## src/verilog/smsp_regs.vh

```
// Purpose: Register map, field positions and reset values of the serial port
// Assumes: Byte address of a register is four times its index
// Notes:   Included by smsp_core.v only
//
// Overview of operation
// - Set done flag when any byte completes
// - Busy data write sets collision, byte dropped
// - Master sees select input low: mode fault
// - Fault clears master and enable, flags, interrupts
// - Status read then data access clears done/collision
// - Status read with fault, control write clears
// - Auto select drives pattern per byte only as master
// - Auto select off: outputs always equal pattern
// - Bytes leave most significant bit first
// - Data read gives last received byte
// - Master write starts, shifts at timer overflow
// - Master makes clock and enables its driver
// - Eight separate select outputs address slaves
// - Slave shifts when master selects and clocks
// - Slave flags done after eight bits
// - Slave reports collisions only, never faults
// - Slave phase zero: write with select low collides
// - Unselected slave leaves shared lines alone
// - One bit out and in per clock
// - Master clock is system clock over 4..512
// - Clock idles at the polarity bit level
// - Select high aborts slave, clears bit count
// - Master done at end of eighth clock
`ifndef SMSP_REGS_VH
`define SMSP_REGS_VH

// Register indices and bus offsets
`define SMSP_IDX_CTRL   12'h0ec
`define SMSP_IDX_STAT   12'h0ed
`define SMSP_IDX_DATA   12'h0ee
`define SMSP_IDX_SEL    12'h0ef
`define SMSP_ADDR_W     12

// Control register fields
`define SMSP_C_IE       7
`define SMSP_C_EN       6
`define SMSP_C_RATE2    5
`define SMSP_C_MASTER_SELECT_BIT     4
`define SMSP_C_CLOCK_POLARITY_BIT     3
`define SMSP_C_CLOCK_PHASE_BIT     2
`define SMSP_C_RATE1    1
`define SMSP_C_RATE0    0

// Status register fields
`define SMSP_S_DONE     7
`define SMSP_S_WRITE_COLLISION_FLAG     6
`define SMSP_S_MODE_FAULT_FLAG     4
`define SMSP_S_FIXED    2
`define SMSP_S_AUTO     0

// Reset values
`define SMSP_CTRL_RST   8'h04
`define SMSP_STAT_RST   8'h04
`define SMSP_DATA_RST   8'h04
`define SMSP_SEL_RST    8'hff

// Transfer geometry
`define SMSP_BITS       4'h8
`define SMSP_EDGES      5'h10
`define SMSP_HALF_MIN   10'h002

`endif

```

## src/verilog/smsp_core.v

```verilog
// Purpose: Full-duplex serial port, master or slave, behind an AHB-Lite slave
// Assumes: Single clock ref_clk; serial pins are synchronised before use
// Notes:   Zero-wait bus; read data is captured in the address phase
//
// Added by the designer: register access over AHB-Lite.
`default_nettype none
`include "smsp_regs.vh"

module smsp_core (
	// Clock and reset
	input  wire        ref_clk,
	input  wire        sys_rst,
	// AHB-Lite slave
	input  wire        hsel,
	input  wire [31:0] haddr,
	input  wire [1:0]  htrans,
	input  wire        hwrite,
	input  wire [2:0]  hsize,
	input  wire [31:0] hwdata,
	input  wire        hready,
	output wire        hreadyout,
	output wire        hresp,
	output reg  [31:0] hrdata,
	// Serial clock pin
	input  wire        sckIn,
	output wire        sckOut,
	output wire        sckOe,
	// Master-out data pin
	input  wire        mosiIn,
	output wire        mosiOut,
	output wire        mosiOe,
	// Master-in data pin
	input  wire        misoIn,
	output wire        misoOut,
	output wire        misoOe,
	// Slave select
	input  wire        ssInN,
	output reg  [7:0]  ssOutN,
	// Interrupt request
	output wire        irq
);

	////////////////////////////////////////////////////////////////////////
	// Declarations

	// Master sequencer states, one-hot
	localparam [2:0] ST_IDLE = 3'b001;
	localparam [2:0] ST_WAIT = 3'b010;
	localparam [2:0] ST_RUN  = 3'b100;

	reg  [7:0]  ctrl_q;      // Control register
	reg  [7:0]  sel_q;       // Select pattern register
	reg         auto_q;      // Auto select enable
	reg         done_q;      // Transfer done flag
	reg         write_collision_flag_q;      // Write collision flag
	reg         mode_fault_flag_q;      // Mode fault flag
	reg         armDc_q;     // Status read seen, data access may clear
	reg         armMf_q;     // Status read with fault seen
	reg  [7:0]  shift_q;     // Shared transmit/receive shifter
	reg  [7:0]  rxBuf_q;     // Receive buffer
	reg         outBit_q;    // Bit currently driven out
	reg  [2:0]  state_q;     // Master sequencer
	reg  [4:0]  edgeCnt_q;   // Master clock edges done
	reg         sckLvl_q;    // Master clock level
	reg  [9:0]  baud_q;      // Bit-rate timer
	reg  [3:0]  slvCnt_q;    // Slave bits sampled
	reg         slvAct_q;    // Slave transfer under way
	reg         aWr_q;       // Pending write data phase
	reg  [11:0] aIdx_q;      // Index of pending write
	reg         ss1_q;       // Select input sync stage 1
	reg         ss2_q;       // Select input sync stage 2
	reg         sck1_q;      // Clock input sync stage 1
	reg         sck2_q;      // Clock input sync stage 2
	reg         sckPrev_q;   // Previous synced clock
	reg         mosi1_q;     // Slave data in sync stage 1
	reg         mosi2_q;     // Slave data in sync stage 2
	reg         miso1_q;     // Master data in sync stage 1
	reg         miso2_q;     // Master data in sync stage 2
	reg         ssPrev_q;    // Previous synced select

	wire        enBit   = ctrl_q[`SMSP_C_EN];
	wire        mstrBit = ctrl_q[`SMSP_C_MASTER_SELECT_BIT];
	wire        clock_polarity_bit    = ctrl_q[`SMSP_C_CLOCK_POLARITY_BIT];
	wire        clock_phase_bit    = ctrl_q[`SMSP_C_CLOCK_PHASE_BIT];
	wire [2:0]  rate    = {ctrl_q[`SMSP_C_RATE2], ctrl_q[`SMSP_C_RATE1:`SMSP_C_RATE0]};
	wire        isMst   = enBit & mstrBit;
	wire        slvSel  = enBit & ~mstrBit & ~ss2_q;
	wire [9:0]  halfPer = `SMSP_HALF_MIN << rate;                // Half of 4 << rate
	wire        baudTick = (baud_q >= halfPer - 10'h001);       // Count left from a slower rate overflows at once
	wire        fault   = mstrBit & ~ss2_q;
	wire        mRun    = (state_q == ST_RUN);
	wire        mBusy   = (state_q != ST_IDLE);

	// Slave clock edges; leading leaves the idle level
	wire        sEdge   = slvSel & (sck2_q != sckPrev_q);
	wire        sLead   = sEdge & (sck2_q != clock_polarity_bit);
	wire        sSample = sEdge & (sLead ^ clock_phase_bit);
	wire        sShiftO = sEdge & ~(sLead ^ clock_phase_bit);
	// Phase zero: whole select-low window counts as busy
	wire        sBusy   = slvAct_q | (slvSel & ~clock_phase_bit);
	wire        sDone   = sSample & (slvCnt_q == `SMSP_BITS - 4'h1);

	// Master edges, one per timer overflow while running
	wire        mEdge   = mRun & baudTick;
	wire        mLead   = mEdge & ~edgeCnt_q[0];
	wire        mSample = mEdge & (mLead ^ clock_phase_bit);
	wire        mShiftO = mEdge & ~(mLead ^ clock_phase_bit);
	wire        mDone   = mEdge & (edgeCnt_q == `SMSP_EDGES - 5'h01);

	// Bus decode
	wire        aValid  = hsel & hready & htrans[1];
	wire [11:0] aIdx    = haddr[`SMSP_ADDR_W+1:2];
	wire        rdStat  = aValid & ~hwrite & (aIdx == `SMSP_IDX_STAT);
	wire        rdData  = aValid & ~hwrite & (aIdx == `SMSP_IDX_DATA);
	wire        wrCtrl  = aWr_q & (aIdx_q == `SMSP_IDX_CTRL);
	wire        wrStat  = aWr_q & (aIdx_q == `SMSP_IDX_STAT);
	wire        wrData  = aWr_q & (aIdx_q == `SMSP_IDX_DATA);
	wire        wrSel   = aWr_q & (aIdx_q == `SMSP_IDX_SEL);
	wire        busy    = mBusy | sBusy;
	wire        wrLoad  = wrData & ~busy;
	wire        dcClr   = armDc_q & (rdData | wrData);
	wire        mfClr   = armMf_q & wrCtrl;
	wire [7:0]  statVal;

	assign statVal = {done_q, write_collision_flag_q, 1'b0, mode_fault_flag_q, 1'b0, 1'b1, 1'b0, auto_q};

	// Sticky flag update; a set in the clearing cycle wins
	function flagNext;
		input q;
		input setEv;
		input clrEv;
		begin
			flagNext = setEv | (q & ~clrEv);
		end
	endfunction

	////////////////////////////////////////////////////////////////////////
	// Bus responses and pins

	assign hreadyout = 1'b1;
	assign hresp     = 1'b0;

	// Clock driven only as master, idles at polarity level
	assign sckOut  = isMst ? sckLvl_q : clock_polarity_bit;
	assign sckOe   = isMst;
	assign mosiOut = outBit_q;
	assign mosiOe  = isMst;
	assign misoOut = outBit_q;
	assign misoOe  = slvSel;
	assign irq     = ctrl_q[`SMSP_C_IE] & (done_q | mode_fault_flag_q);

	////////////////////////////////////////////////////////////////////////
	// Pin synchronisers; stage 1 feeds only stage 2

	always @(posedge ref_clk or posedge sys_rst) begin
		if (sys_rst) begin
			ss1_q     <= 1'b1;
			ss2_q     <= 1'b1;
			ssPrev_q  <= 1'b1;
			sck1_q    <= 1'b0;
			sck2_q    <= 1'b0;
			sckPrev_q <= 1'b0;
			mosi1_q   <= 1'b0;
			mosi2_q   <= 1'b0;
			miso1_q   <= 1'b0;
			miso2_q   <= 1'b0;
		end else begin
			ss1_q     <= ssInN;
			ss2_q     <= ss1_q;
			ssPrev_q  <= ss2_q;
			sck1_q    <= sckIn;
			sck2_q    <= sck1_q;
			sckPrev_q <= sck2_q;
			mosi1_q   <= mosiIn;
			mosi2_q   <= mosi1_q;
			miso1_q   <= misoIn;
			miso2_q   <= miso1_q;
		end
	end

	////////////////////////////////////////////////////////////////////////
	// Bus address phase; reads are answered from a snapshot taken here

	always @(posedge ref_clk or posedge sys_rst) begin
		if (sys_rst) begin
			aWr_q  <= 1'b0;
			aIdx_q <= 12'h000;
			hrdata <= 32'h0000_0000;
		end else begin
			aWr_q  <= aValid & hwrite;
			aIdx_q <= aIdx;
			if (aValid & ~hwrite) begin
				case (aIdx)
					`SMSP_IDX_CTRL: hrdata <= {24'h00_0000, ctrl_q};
					`SMSP_IDX_STAT: hrdata <= {24'h00_0000, statVal};
					`SMSP_IDX_DATA: hrdata <= {24'h00_0000, rxBuf_q};
					`SMSP_IDX_SEL:  hrdata <= {24'h00_0000, sel_q};
					default:        hrdata <= 32'h0000_0000;  // Unmapped reads zero
				endcase
			end
		end
	end

	////////////////////////////////////////////////////////////////////////
	// Registers, flags and clear sequences

	always @(posedge ref_clk or posedge sys_rst) begin
		if (sys_rst) begin
			ctrl_q  <= `SMSP_CTRL_RST;
			sel_q   <= `SMSP_SEL_RST;
			auto_q  <= 1'b0;
			done_q  <= 1'b0;
			write_collision_flag_q  <= 1'b0;
			mode_fault_flag_q  <= 1'b0;
			armDc_q <= 1'b0;
			armMf_q <= 1'b0;
		end else begin
			// Control write; a fault in the same cycle still wins
			if (wrCtrl) begin
				ctrl_q <= hwdata[7:0];
			end
			if (fault) begin
				ctrl_q[`SMSP_C_MASTER_SELECT_BIT] <= 1'b0;
				ctrl_q[`SMSP_C_EN]   <= 1'b0;
			end
			if (wrSel) begin
				sel_q <= hwdata[7:0];
			end
			if (wrStat) begin
				auto_q <= hwdata[`SMSP_S_AUTO];
			end
			// Done from either side
			done_q <= flagNext(done_q, mDone | sDone, dcClr);
			write_collision_flag_q <= flagNext(write_collision_flag_q, wrData & busy, dcClr);
			// Only a master can fault
			mode_fault_flag_q <= flagNext(mode_fault_flag_q, fault, mfClr);
			// Arming: a status read opens each clear sequence
			if (rdStat) begin
				armDc_q <= 1'b1;
			end else if (dcClr) begin
				armDc_q <= 1'b0;
			end
			if (rdStat) begin
				armMf_q <= mode_fault_flag_q;
			end else if (mfClr) begin
				armMf_q <= 1'b0;
			end
		end
	end

	////////////////////////////////////////////////////////////////////////
	// Bit-rate timer; free running so a start waits for its overflow

	always @(posedge ref_clk or posedge sys_rst) begin
		if (sys_rst) begin
			baud_q <= 10'h000;
		end else if (baudTick) begin
			baud_q <= 10'h000;
		end else begin
			baud_q <= baud_q + 10'h001;
		end
	end

	////////////////////////////////////////////////////////////////////////
	// Master sequencer

	always @(posedge ref_clk or posedge sys_rst) begin
		if (sys_rst) begin
			state_q   <= ST_IDLE;
			edgeCnt_q <= 5'h00;
			sckLvl_q  <= 1'b0;
		end else if (fault | ~isMst) begin
			// Fault or leaving master mode aborts the byte
			state_q   <= ST_IDLE;
			edgeCnt_q <= 5'h00;
			sckLvl_q  <= clock_polarity_bit;
		end else begin
			case (state_q)
				ST_IDLE: begin
					sckLvl_q <= clock_polarity_bit;
					if (wrLoad) begin
						state_q <= ST_WAIT;
					end
				end
				ST_WAIT: begin
					edgeCnt_q <= 5'h00;
					if (baudTick) begin
						state_q <= ST_RUN;
					end
				end
				ST_RUN: begin
					if (mEdge) begin
						sckLvl_q  <= ~sckLvl_q;
						edgeCnt_q <= edgeCnt_q + 5'h01;
					end
					if (mDone) begin
						state_q <= ST_IDLE;
					end
				end
				default: begin
					state_q <= ST_IDLE;
				end
			endcase
		end
	end

	////////////////////////////////////////////////////////////////////////
	// Slave bit counting; select high aborts and clears the count

	always @(posedge ref_clk or posedge sys_rst) begin
		if (sys_rst) begin
			slvCnt_q <= 4'h0;
			slvAct_q <= 1'b0;
		end else if (~slvSel) begin
			slvCnt_q <= 4'h0;
			slvAct_q <= 1'b0;
		end else if (sDone) begin
			slvCnt_q <= 4'h0;
			slvAct_q <= 1'b0;
		end else begin
			if (sEdge) begin
				slvAct_q <= 1'b1;
			end
			if (sSample) begin
				slvCnt_q <= slvCnt_q + 4'h1;
			end
		end
	end

	////////////////////////////////////////////////////////////////////////
	// Shifter: one bit in on the sample edge, one out on the other

	always @(posedge ref_clk or posedge sys_rst) begin
		if (sys_rst) begin
			shift_q  <= `SMSP_DATA_RST;
			outBit_q <= 1'b0;
			rxBuf_q  <= `SMSP_DATA_RST;
		end else if (wrLoad) begin
			// Only an idle port takes the byte
			shift_q  <= hwdata[7:0];
			outBit_q <= hwdata[7];
		end else if (mSample | sSample) begin
			shift_q <= {shift_q[6:0], isMst ? miso2_q : mosi2_q};
			if (sDone | mDone) begin
				rxBuf_q <= {shift_q[6:0], isMst ? miso2_q : mosi2_q};
			end
		end else if (mShiftO | sShiftO) begin
			outBit_q <= shift_q[7];
			if (mDone) begin
				rxBuf_q <= shift_q;
			end
		end else if (slvSel & ~ssPrev_q & ~slvAct_q) begin
			outBit_q <= shift_q[7];
		end
	end

	////////////////////////////////////////////////////////////////////////
	// Select outputs, eight lines, low selects

	always @(posedge ref_clk or posedge sys_rst) begin
		if (sys_rst) begin
			ssOutN <= `SMSP_SEL_RST;
		end else if (auto_q & isMst) begin
			// Pattern only for the byte's duration
			ssOutN <= mBusy ? sel_q : `SMSP_SEL_RST;
		end else begin
			ssOutN <= sel_q;
		end
	end

endmodule // smsp_core
`default_nettype wire

```

## config.mk

```make
export PLATFORM = sky130hd
export DESIGN_NAME = smsp_core
export DESIGN_NICKNAME = d
export VERILOG_FILES = /design/src/verilog/smsp_core.v
export VERILOG_INCLUDE_DIRS = /design/src /design/src/verilog
export SDC_FILE = /design/constraint.sdc
export NUM_CORES = 1
export LEC_CHECK = 0
export BUFFER_PORTS_ARGS = -buffer_cell sky130_fd_sc_hd__buf_2
export CAP_MARGIN = 20
export CORE_MARGIN = 4
export CORE_UTILIZATION = 40
export CTS_CLUSTER_SIZE = 20
export DETAILED_ROUTE_END_ITERATION = 16
export PLACE_DENSITY = 0.66
export SLEW_MARGIN = 20
export SYNTH_ARGS = -nofsm -noshare
export SYNTH_HDL_FRONTEND = slang
export SYNTH_SLANG_ARGS = --single-unit
```

## constraint.sdc

```tcl
create_clock -name ref_clk -period 3.9 [get_ports ref_clk]
set_clock_uncertainty 0.05 [all_clocks]
set_input_delay 0.39 -clock ref_clk [delete_from_list [all_inputs] [get_ports ref_clk]]
set_output_delay 0.39 -clock ref_clk [all_outputs]
set_load 0.005 [all_outputs]
```

# Yosys cells after proc, flatten, opt, wreduce, memory -nomap -nowiden
# Cells that the tools add are included.
[classes] addsub=4 order_cmp=1 n_eq_ne=24 n_shift=1 n_mux=40 n_bitwise=64 reduce_logical=14
[ops] op="$eq A12 B8 Y1 const B" count=8
[ops] op="$mux W8" count=8
[ops] op="$and A1 B1 Y1" count=36
[ops] op="$pmux W8 S4" count=1
[ops] op="$mux W1" count=17
[ops] op="$ne A3 B1 Y1 const B" count=5
[ops] op="$not A1 Y1" count=15
[ops] op="$mux W3" count=4
[ops] op="$mux W4" count=3
[ops] op="$reduce_bool A2 Y1" count=6
[ops] op="$or A1 B1 Y1" count=11
[ops] op="$add A10 B1 Y10 const B" count=1
[ops] op="$ge A10 B10 Y1" count=1
[ops] op="$mux W10" count=1
[ops] op="$mux W5" count=2
[ops] op="$pmux W5 S2" count=1
[ops] op="$shl A2 B3 Y10 const A" count=1
[ops] op="$sub A10 B1 Y10 const B" count=1
[ops] op="$pmux W3 S3" count=1
[ops] op="$reduce_bool A3 Y1" count=3
[ops] op="$mux W7" count=1
[ops] op="$ne A3 B3 Y1 const B" count=2
[ops] op="$reduce_and A2 Y1" count=3
[ops] op="$add A5 B1 Y5 const B" count=1
[ops] op="13 further kinds" count=15
[word_totals] register_bits=126 input_bits=78 out_inout_bits=49 word_cells=180

# Depth between registers and ports, before layout
# Gate-level depths: netlist of run 1.
[logic_depth] word_depth=12 mapped_depth=16 mapped_depth_nobuf=13

# Worst setup path before layout of run 1
# No wires, ideal clock.
[synth_timing] path_type="reg-to-reg" from="register ctrl_q[0]" to="register shift_q[0]" setup_ns=0.125 arrival_ns=3.282 required_ns=3.725 path_slack_ns=0.443 path_stages_with_launch=14 path_buffers=3 period_less_slack_ns=3.457 path_cell_list="dfrtp_1 -> clkbuf_1 -> or3_1 -> ha_1 -> clkbuf_1 -> xor2_1 -> o21a_1 -> ha_1 -> a211o_1 -> a21o_1 -> a222oi_1 -> buf_4 -> mux2_2 -> mux2_2"
[synth_via] elab_chain_cells=9
[synth_rtl] element="start: declaration" line="smsp_core.v:51" source="reg [7:0] ctrl_q;"
[synth_rtl] element="start signal: assignment" line="smsp_core.v:209" source="ctrl_q <= `SMSP_CTRL_RST;"
[synth_rtl] element="start signal: assignment" line="smsp_core.v:220" source="ctrl_q <= hwdata[7:0];"
[synth_rtl] element="$shl A2 B3 Y10 (no line) *"
[synth_rtl] element="$sub A10 B1 Y10 *" line="smsp_core.v:89" source="wire baudTick = (baud_q >= halfPer - 10'h001);"
[synth_rtl] element="$ge A10 B10 Y1 *" line="smsp_core.v:89"
[synth_rtl] element="$and A1 B1 Y1 *" line="smsp_core.v:104" source="wire mEdge = mRun & baudTick;"
[synth_rtl] element="$and A1 B1 Y1" line="smsp_core.v:105" source="wire mLead = mEdge & ~edgeCnt_q[0];"
[synth_rtl] element="$xor A1 B1 Y1" line="smsp_core.v:106" source="wire mSample = mEdge & (mLead ^ clock_phase_bit);"
[synth_rtl] element="$and A1 B1 Y1 *" line="smsp_core.v:106"
[synth_rtl] element="$or A1 B1 Y1 *" line="smsp_core.v:342" source="end else if (mSample | sSample) begin"
[synth_rtl] element="$reduce_bool A2 Y1 (no line) *"
[synth_rtl] element="end signal: assignment" line="smsp_core.v:335" source="shift_q <= `SMSP_DATA_RST;"
[synth_rtl] element="end signal: assignment" line="smsp_core.v:340" source="shift_q <= hwdata[7:0];"
[synth_rtl] element="end signal: assignment" line="smsp_core.v:343" source="shift_q <= {shift_q[6:0], isMst ? miso2_q : mosi2_q};"
[synth_rtl] element="end: declaration" line="smsp_core.v:59" source="reg [7:0] shift_q;"
# Every way passes the cells marked *; elsewhere a longest branch is shown, timed or not.
# A chain may end at the register's enable or synchronous reset.

# Worst setup path in the final report of run 1
[layout_timing] from="register ctrl_q[0]" to="register rxBuf_q[7]"
[layout_via] elab_chain_cells=11 word_cells_on_any_way=18 classes_between="add/sub: 1; order compare: 1; eq/ne: 1; shift: 1; mux: 1; bitwise: 10; reduce/logical: 3"
[layout_rtl] element="$shl A2 B3 Y10 (no line) *"
[layout_rtl] element="$sub A10 B1 Y10 *" line="smsp_core.v:89"
[layout_rtl] element="$ge A10 B10 Y1 *" line="smsp_core.v:89"
[layout_rtl] element="$and A1 B1 Y1 *" line="smsp_core.v:104"
[layout_rtl] element="$and A1 B1 Y1" line="smsp_core.v:105"
[layout_rtl] element="$xor A1 B1 Y1" line="smsp_core.v:106, smsp_core.v:107"
[layout_rtl] element="$not A1 Y1" line="smsp_core.v:107" source="wire mShiftO = mEdge & ~(mLead ^ clock_phase_bit);"
[layout_rtl] element="$and A1 B1 Y1" line="smsp_core.v:107"
[layout_rtl] element="$or A1 B1 Y1" line="smsp_core.v:347" source="end else if (mShiftO | sShiftO) begin"
[layout_rtl] element="$reduce_bool A2 Y1 (no line)"
[layout_rtl] element="$reduce_and A4 Y1 (no line)"
[layout_rtl] element="end signal: assignment" line="smsp_core.v:337" source="rxBuf_q <= `SMSP_DATA_RST;"
[layout_rtl] element="end signal: assignment" line="smsp_core.v:345" source="rxBuf_q <= {shift_q[6:0], isMst ? miso2_q : mosi2_q};"
[layout_rtl] element="end signal: assignment" line="smsp_core.v:350" source="rxBuf_q <= shift_q;"
[layout_rtl] element="end: declaration" line="smsp_core.v:60" source="reg [7:0] rxBuf_q;"
# Marked as above.

==> results.yml, run 1 <==
place:
  io_buffers: 52
  gp_congestion: 0.837
  hpwlAfterDp_mm: 7.63
clock_network:
  cts_tree: "built"
  clockBufferDepth: 2
  ctsResizeCount: 0
  postCtsSetupBuffers: 0
  clock_sinks: 102
  clk_latency_ns: 0.34
  cts_hold_buf: 0
  htreeDepth: 3
  cts_buffers: 9
  root_buffer: "clkbuf_16"
  path_clk_slew_ns: 0.07
synth:
  synth_top_family_by_area: "simple AND/OR/NAND/NOR gates"
  synth_edf_count: 0
  synth-main-ff-cell: "dfrtp_1"
  yosysWarnings: 0
  synth_simple_gate_area_share_pct: 15.6
  netlist_area_sq_mm: 0.00500
  ys_seq_elements: 102
  synthAdderAreaFrac_pct: 3.50
  ys_types: 61
  yosysSeqAreaShare_pct: 51.6
  syn_area_per_cell_sq_um: 10.8
  synth_compound_area_share_pct: 11.0
  syn_inst: 465
  synth_xor_area_share_pct: 2.77
  synth.area.mux_share_pct: 8.83
  async_flop_share_pct: 100
die:
  start_util_pct: 41.3
  core_sq_mm: 0.0121
  io_pins: 127
  die_h_um: 120
  die_w_um: 120
  dieArea_sq_mm: 0.0144
  rows: 40
worst_setup_path:
  cp.arrival_ns: 3.83
  worstPathRequired_ns: 4.07
  crit_path_max_incr_delay_ns: 0.47
  worst_setup_path_end_kind: "flop"
  path_cells: "or3_1 -> ha_1 -> xor2_1 -> o21a_1 -> ha_1 -> a211o_1 -> a21o_1 -> a222oi_1 -> buf_4 -> buf_4 -> o21ai_2 -> a22o_1"
  critPathLaunchType: "flop"
  crit_type: "reg -> reg"
  cp_slowest_cell: "dfrtp_1"
  crit_fanout: 25
drt:
  drtIter0Drc: 173
  met3WireLength_um: 582
  via_per_inst: 5.09
  drc: 0
  via_count: 3490
  highest_layer: "met4"
  post_drt_wl_per_cell_um: 14.9
  drt-pass1-iter-count: 4
  finalWirelength_mm: 10.3
  ant_nets: 0
  wl_met1_mm: 4.78
  wl_met2_mm: 4.79
status:
  status: "complete, no violations"
finish:
  layout_common_cells: "79 x dfrtp_1, 52 x buf_2, 49 x nand2_1, 37 x nor2_1, 27 x conb_1"
  antenna_cells: 0
  fill_cells: 1138
  final_common_cell: "dfrtp_1"
  multi_input_area_sq_mm: 0.00219
  area_delta_synth_final_pct: 12.9
  drive_gt1_share_pct: 26.1
  final_nets: 605
  register_area_sq_mm: 0.00258
timing:
  min_period_ns: 3.65
  min_period_over_period_pct: 93.6
  drv_slew: 0
  final_hold_viol_count: 0
  rsz0062_at_grt: "false"
  max_freq_mhz: 274
  final-setup-viol-count: 0
  worst_pin_slew_ns: 0.893
  hold_slack_ns: 0.0948
  finalSetupTns_ns: 0
  slew_headroom_pct: 40.2
pwr:
  p_per_area_mw_per_mm2: 387
  leakagePower_uw: 0.00270
  peakVddDrop_mv: 0.219
global_routing:
  antenna_found_initial: 0
  grt_start_max_net_pins: 90
  first_global_vias: 3361
  grt_pass1_wl_mm: 17.0
  grt_usage_pct: 14.7
  overflow: 0
hold_path:
  hp-class: "in -> reg"
run:
  drv_cap: 0
==> final timing paths <==
check,to,slack [ns],depth (start not counted),from
setup / recovery,rxBuf_q[7]$_DFFE_PP0P_,0.25,12,ctrl_q[0]$_DFFE_PP0P_
setup reg to reg,rxBuf_q[7]$_DFFE_PP0P_,0.25,12,ctrl_q[0]$_DFFE_PP0P_
hold reg to reg,sck2_q$_DFF_PP0_,0.30,0,sck1_q$_DFF_PP0_
min in group asynchronous,slvCnt_q[2]$_DFFE_PP0P_,0.15,2,sys_rst
hold / removal,ss1_q$_DFF_PP1_,0.09,1,ssInN
max in group asynchronous,ssOutN[3]$_DFF_PP1_,2.87,3,sys_rst
==> where the power goes <==
part	leakage [uW]	internal (uW)	switching (uW)
Clock	0.000162	597	383
Sequential	0.00126	1090	14.4
Combinational	0.00128	37.9	61.3
==> flip-flops by register name (all words and copies together), names as in the netlist, 3 cells and up <==
signal	count
aIdx_q	12
baud_q	10
ctrl_q	8
hrdata	8
rxBuf_q	8
sel_q	8
shift_q	8
ssOutN	8
edgeCnt_q	5
slvCnt_q	4
state_q	3
==> through the flow <==
stage	power, uW	area (sq um)	setup slack (ns)	std cells	util [%]
6_report	2190	5650	0.248	686	46.7
5_1_grt	2280	5650	0.0219	686	46.7
4_1_cts	2210	5650	0.238	686	46.7
3_5_place_dp	1230	5320	0.248	670	43.9
3_3_place_gp	1220	5320	0.310	670	43.9
2_1_floorplan	1200	5100	0.443	490	-
==> routing by layer <==
layer  GRT usage, %  vias to the layer above
met5              0                        -
met3           3.11                       10
met4           4.08                        0
li1               -                     1672
met2           22.5                       93
met1           21.1                     1715
==> cell type report <==
cell class / count / share of cell area (%)
Sequential cell: 102 / 45.7
Multi-Input combinational cell: 333 / 38.7
Timing Repair Buffer: 57 / 5.27
Clock buffer: 11 / 4.47
Tap cell: 168 / 3.72
Clock inverter: 5 / 1.44
Inverter: 10 / 0.753
==> synthesized netlist by cell type, types with 2 or more instances <==
cell type	count	area (sq um)
conb_1	2	7.51
inv_1	10	37.5
buf_4	30	225
nor3b_1	3	22.5
nand4_1	4	25.0
and2_1	2	12.5
nand2_1	49	184
a21o_1	4	30.0
or2_2	8	50.1
mux4_2	4	90.1
a31oi_1	5	31.3
and3_1	5	31.3
dfstp_2	23	604
nand4b_1	3	26.3
nor3_1	7	35.0
nand3b_1	2	15.0
or3_1	3	18.8
mux2i_1	16	160
ha_1	14	175
dfrtp_1	79	1980
a22o_1	9	78.8
clkbuf_1	10	37.5
buf_2	3	15.0
a21oi_1	20	100
mux2_2	17	191
nand2b_1	9	56.3
o21a_1	4	30.0
nor4_1	3	18.8
o31ai_1	4	30.0
xnor2_1	5	43.8
nor2b_1	2	12.5
o21ai_0	21	105
nor2_1	37	139
xor2_1	9	78.8
o21ai_1	4	20.0
nand3_1	10	50.1
==> kinds of logic (layout without fill, tap and decap cells) <==
logic type      count (synthesis)  in the layout
xor+xnor                       15             15
mux                            37             37
buf+inv                        55             83
flops                         102            102
simple gates                  155            155
fa+ha+maj                      14             14
compound gates                 85             85
other cells                     2             27
==> critical path, delay by kind of cell, from the launching register on <==
kind,cells,cell delay (ns)
and+or+nand+nor,1,0.43
adders and majority gates,2,0.57
AOI/OAI and AO/OA,6,1.41
buffers and inverters,2,0.44
DFF,1,0.47
xor gates and xnor gates,1,0.17
Power figures use the tool's default switching activity.
==> inputs of run 2 (changes only) <==
--- a/config.mk
+++ b/config.mk
@@ -12,6 +12,7 @@
 export CORE_UTILIZATION = 40
 export CTS_CLUSTER_SIZE = 20
 export DETAILED_ROUTE_END_ITERATION = 16
+export HOLD_SLACK_MARGIN = 0.15
 export PLACE_DENSITY = 0.66
 export SLEW_MARGIN = 20
 export SYNTH_ARGS = -nofsm -noshare
==> results.yml, run 2 (same netlist as run 1, synthesis figures left out) <==
die:
  start_util_pct: 41.3
  die_w_um: 120
  die_h_um: 120
  core_sq_mm: 0.0121
  dieArea_sq_mm: 0.0144
  rows: 40
  io_pins: 127
timing:
  rsz0062_at_grt: "false"
  min_period_over_period_pct: 93.2
  min_period_ns: 3.64
  drv_slew: 0
  final-setup-viol-count: 0
  slew_headroom_pct: 40.2
  max_freq_mhz: 275
  finalSetupTns_ns: 0
  worst_pin_slew_ns: 0.893
  final_hold_viol_count: 0
place:
  io_buffers: 52
  gp_congestion: 0.837
  hpwlAfterDp_mm: 7.63
finish:
  fill_cells: 1112
  final_common_cell: "dfrtp_1"
  multi_input_area_sq_mm: 0.00219
  drive_gt1_share_pct: 25.4
  reg_top3: "aIdx_q x12, baud_q x10"
  layout_common_cells: "79 x dfrtp_1, 52 x buf_2, 49 x nand2_1, 37 x nor2_1, 27 x conb_1"
  regMostFlops: "aIdx_q"
  largest_reg_flops: 12
  register_area_sq_mm: 0.00258
  antenna_cells: 0
  final_nets: 619
  final_core_util_pct: 47.8
  area_delta_synth_final_pct: 15.8
clock_network:
  root_buffer: "clkbuf_16"
  clk_latency_ns: 0.34
  postCtsSetupBuffers: 0
  htreeDepth: 3
  cts_buffers: 9
  clock_sinks: 102
  cts_tree: "built"
  path_clk_slew_ns: 0.07
  clockBufferDepth: 2
drt:
  ant_nets: 0
  post_drt_wl_per_cell_um: 14.9
  finalWirelength_mm: 10.4
  via_per_inst: 5.05
  via_count: 3532
  drtIter0Drc: 153
  drc: 0
  drt-pass1-iter-count: 4
run:
  drv_cap: 0
pwr:
  peakVddDrop_mv: 0.219
  leakagePower_uw: 0.00276
  p_per_area_mw_per_mm2: 379
  total_power_uw: 2200
worst_setup_path:
  crit_fanout: 25
  cp.arrival_ns: 3.81
  worstPathRequired_ns: 4.07
  critPathLaunchType: "flop"
  worst_setup_path_end_kind: "flop"
  crit_type: "reg -> reg"
global_routing:
  first_global_vias: 3427
  grt_start_max_net_pins: 90
  grt_usage_pct: 15.0
  overflow: 0
  antenna_found_initial: 0
  grt_pass1_wl_mm: 17.4
status:
  status: "complete, no violations"
hold_path:
  hp-class: "in -> async"
-- run 2: path summary, 6_finish.rpt --
kind | start | end | slack (ns) | cells past startpoint
worst min register to register | sck1_q$_DFF_PP0_ | sck2_q$_DFF_PP0_ | 0.30 | 0
min in group ref_clk | hwdata[2] | ctrl_q[2]$_DFFE_PP1P_ | 0.27 | 3
worst max-delay path | ctrl_q[0]$_DFFE_PP0P_ | rxBuf_q[7]$_DFFE_PP0P_ | 0.26 | 12
max in group asynchronous | sys_rst | ssOutN[3]$_DFF_PP1_ | 2.87 | 3
worst min-delay path | sys_rst | slvCnt_q[2]$_DFFE_PP0P_ | 0.16 | 2
worst max register to register | ctrl_q[0]$_DFFE_PP0P_ | rxBuf_q[7]$_DFFE_PP0P_ | 0.26 | 12
-- run 2: critical path, stage by stage (launching register included) --
cell and delay [ns]:
dfrtp_1 0.46, or3_1 0.42, ha_1 0.27, xor2_1 0.17, o21a_1 0.20, ha_1 0.29, a211o_1 0.28, a21o_1 0.18
a222oi_1 0.32, buf_4 0.19, buf_4 0.25, o21ai_2 0.17, a22o_1 0.26
-- run 2: final cells by class --
class                           count  share of cell area, %
Clock buffer                       11                   4.36
Clock inverter                      5                   1.40
Inverter                           10                  0.734
Multi-Input combinational cell    333                   37.8
Sequential cell                   102                   44.6
Tap cell                          168                   3.63
Timing Repair Buffer               71                   7.56
-- run 2: report_power, final --
part | internal [uW] | total (uW) | leakage (uW) | switching [uW]
Combinational | 47.0 | 111 | 0.00134 | 63.8
Clock | 597 | 979 | 0.000162 | 382
Sequential | 1090 | 1110 | 0.00126 | 14.5
-- run 2: metal layers --
layer / global-route usage [%] / up-vias / part of all wire, %
li1: - / 1696 / -
met1: 21.4 / 1742 / 47
met2: 23.3 / 87 / 47
met3: 3.11 / 7 / 4.9
met4: 3.79 / 0 / 0.78
met5: 0 / - / 0
-- run 2: per-stage QoR --
stage | setup WS, ns | hold WS, ns | cells | cell area (sq um)
final | 0.265 | 0.156 | 700 | 5790
after global routing | 0.0234 | 0.228 | 700 | 5790
after CTS | 0.238 | 0.256 | 700 | 5790
after detailed placement | 0.248 | 0.291 | 670 | 5320
after global placement | 0.310 | 0.282 | 670 | 5320
after floorplan | 0.443 | 0.281 | 490 | 5100
-- run 2: timing repair --
| item | CTS | global route |
|---|---|---|
| hold buffers | 14 | 0 |
| resized for setup | 0 | 0 |
| hold endpoints to repair | 14 | 0 |
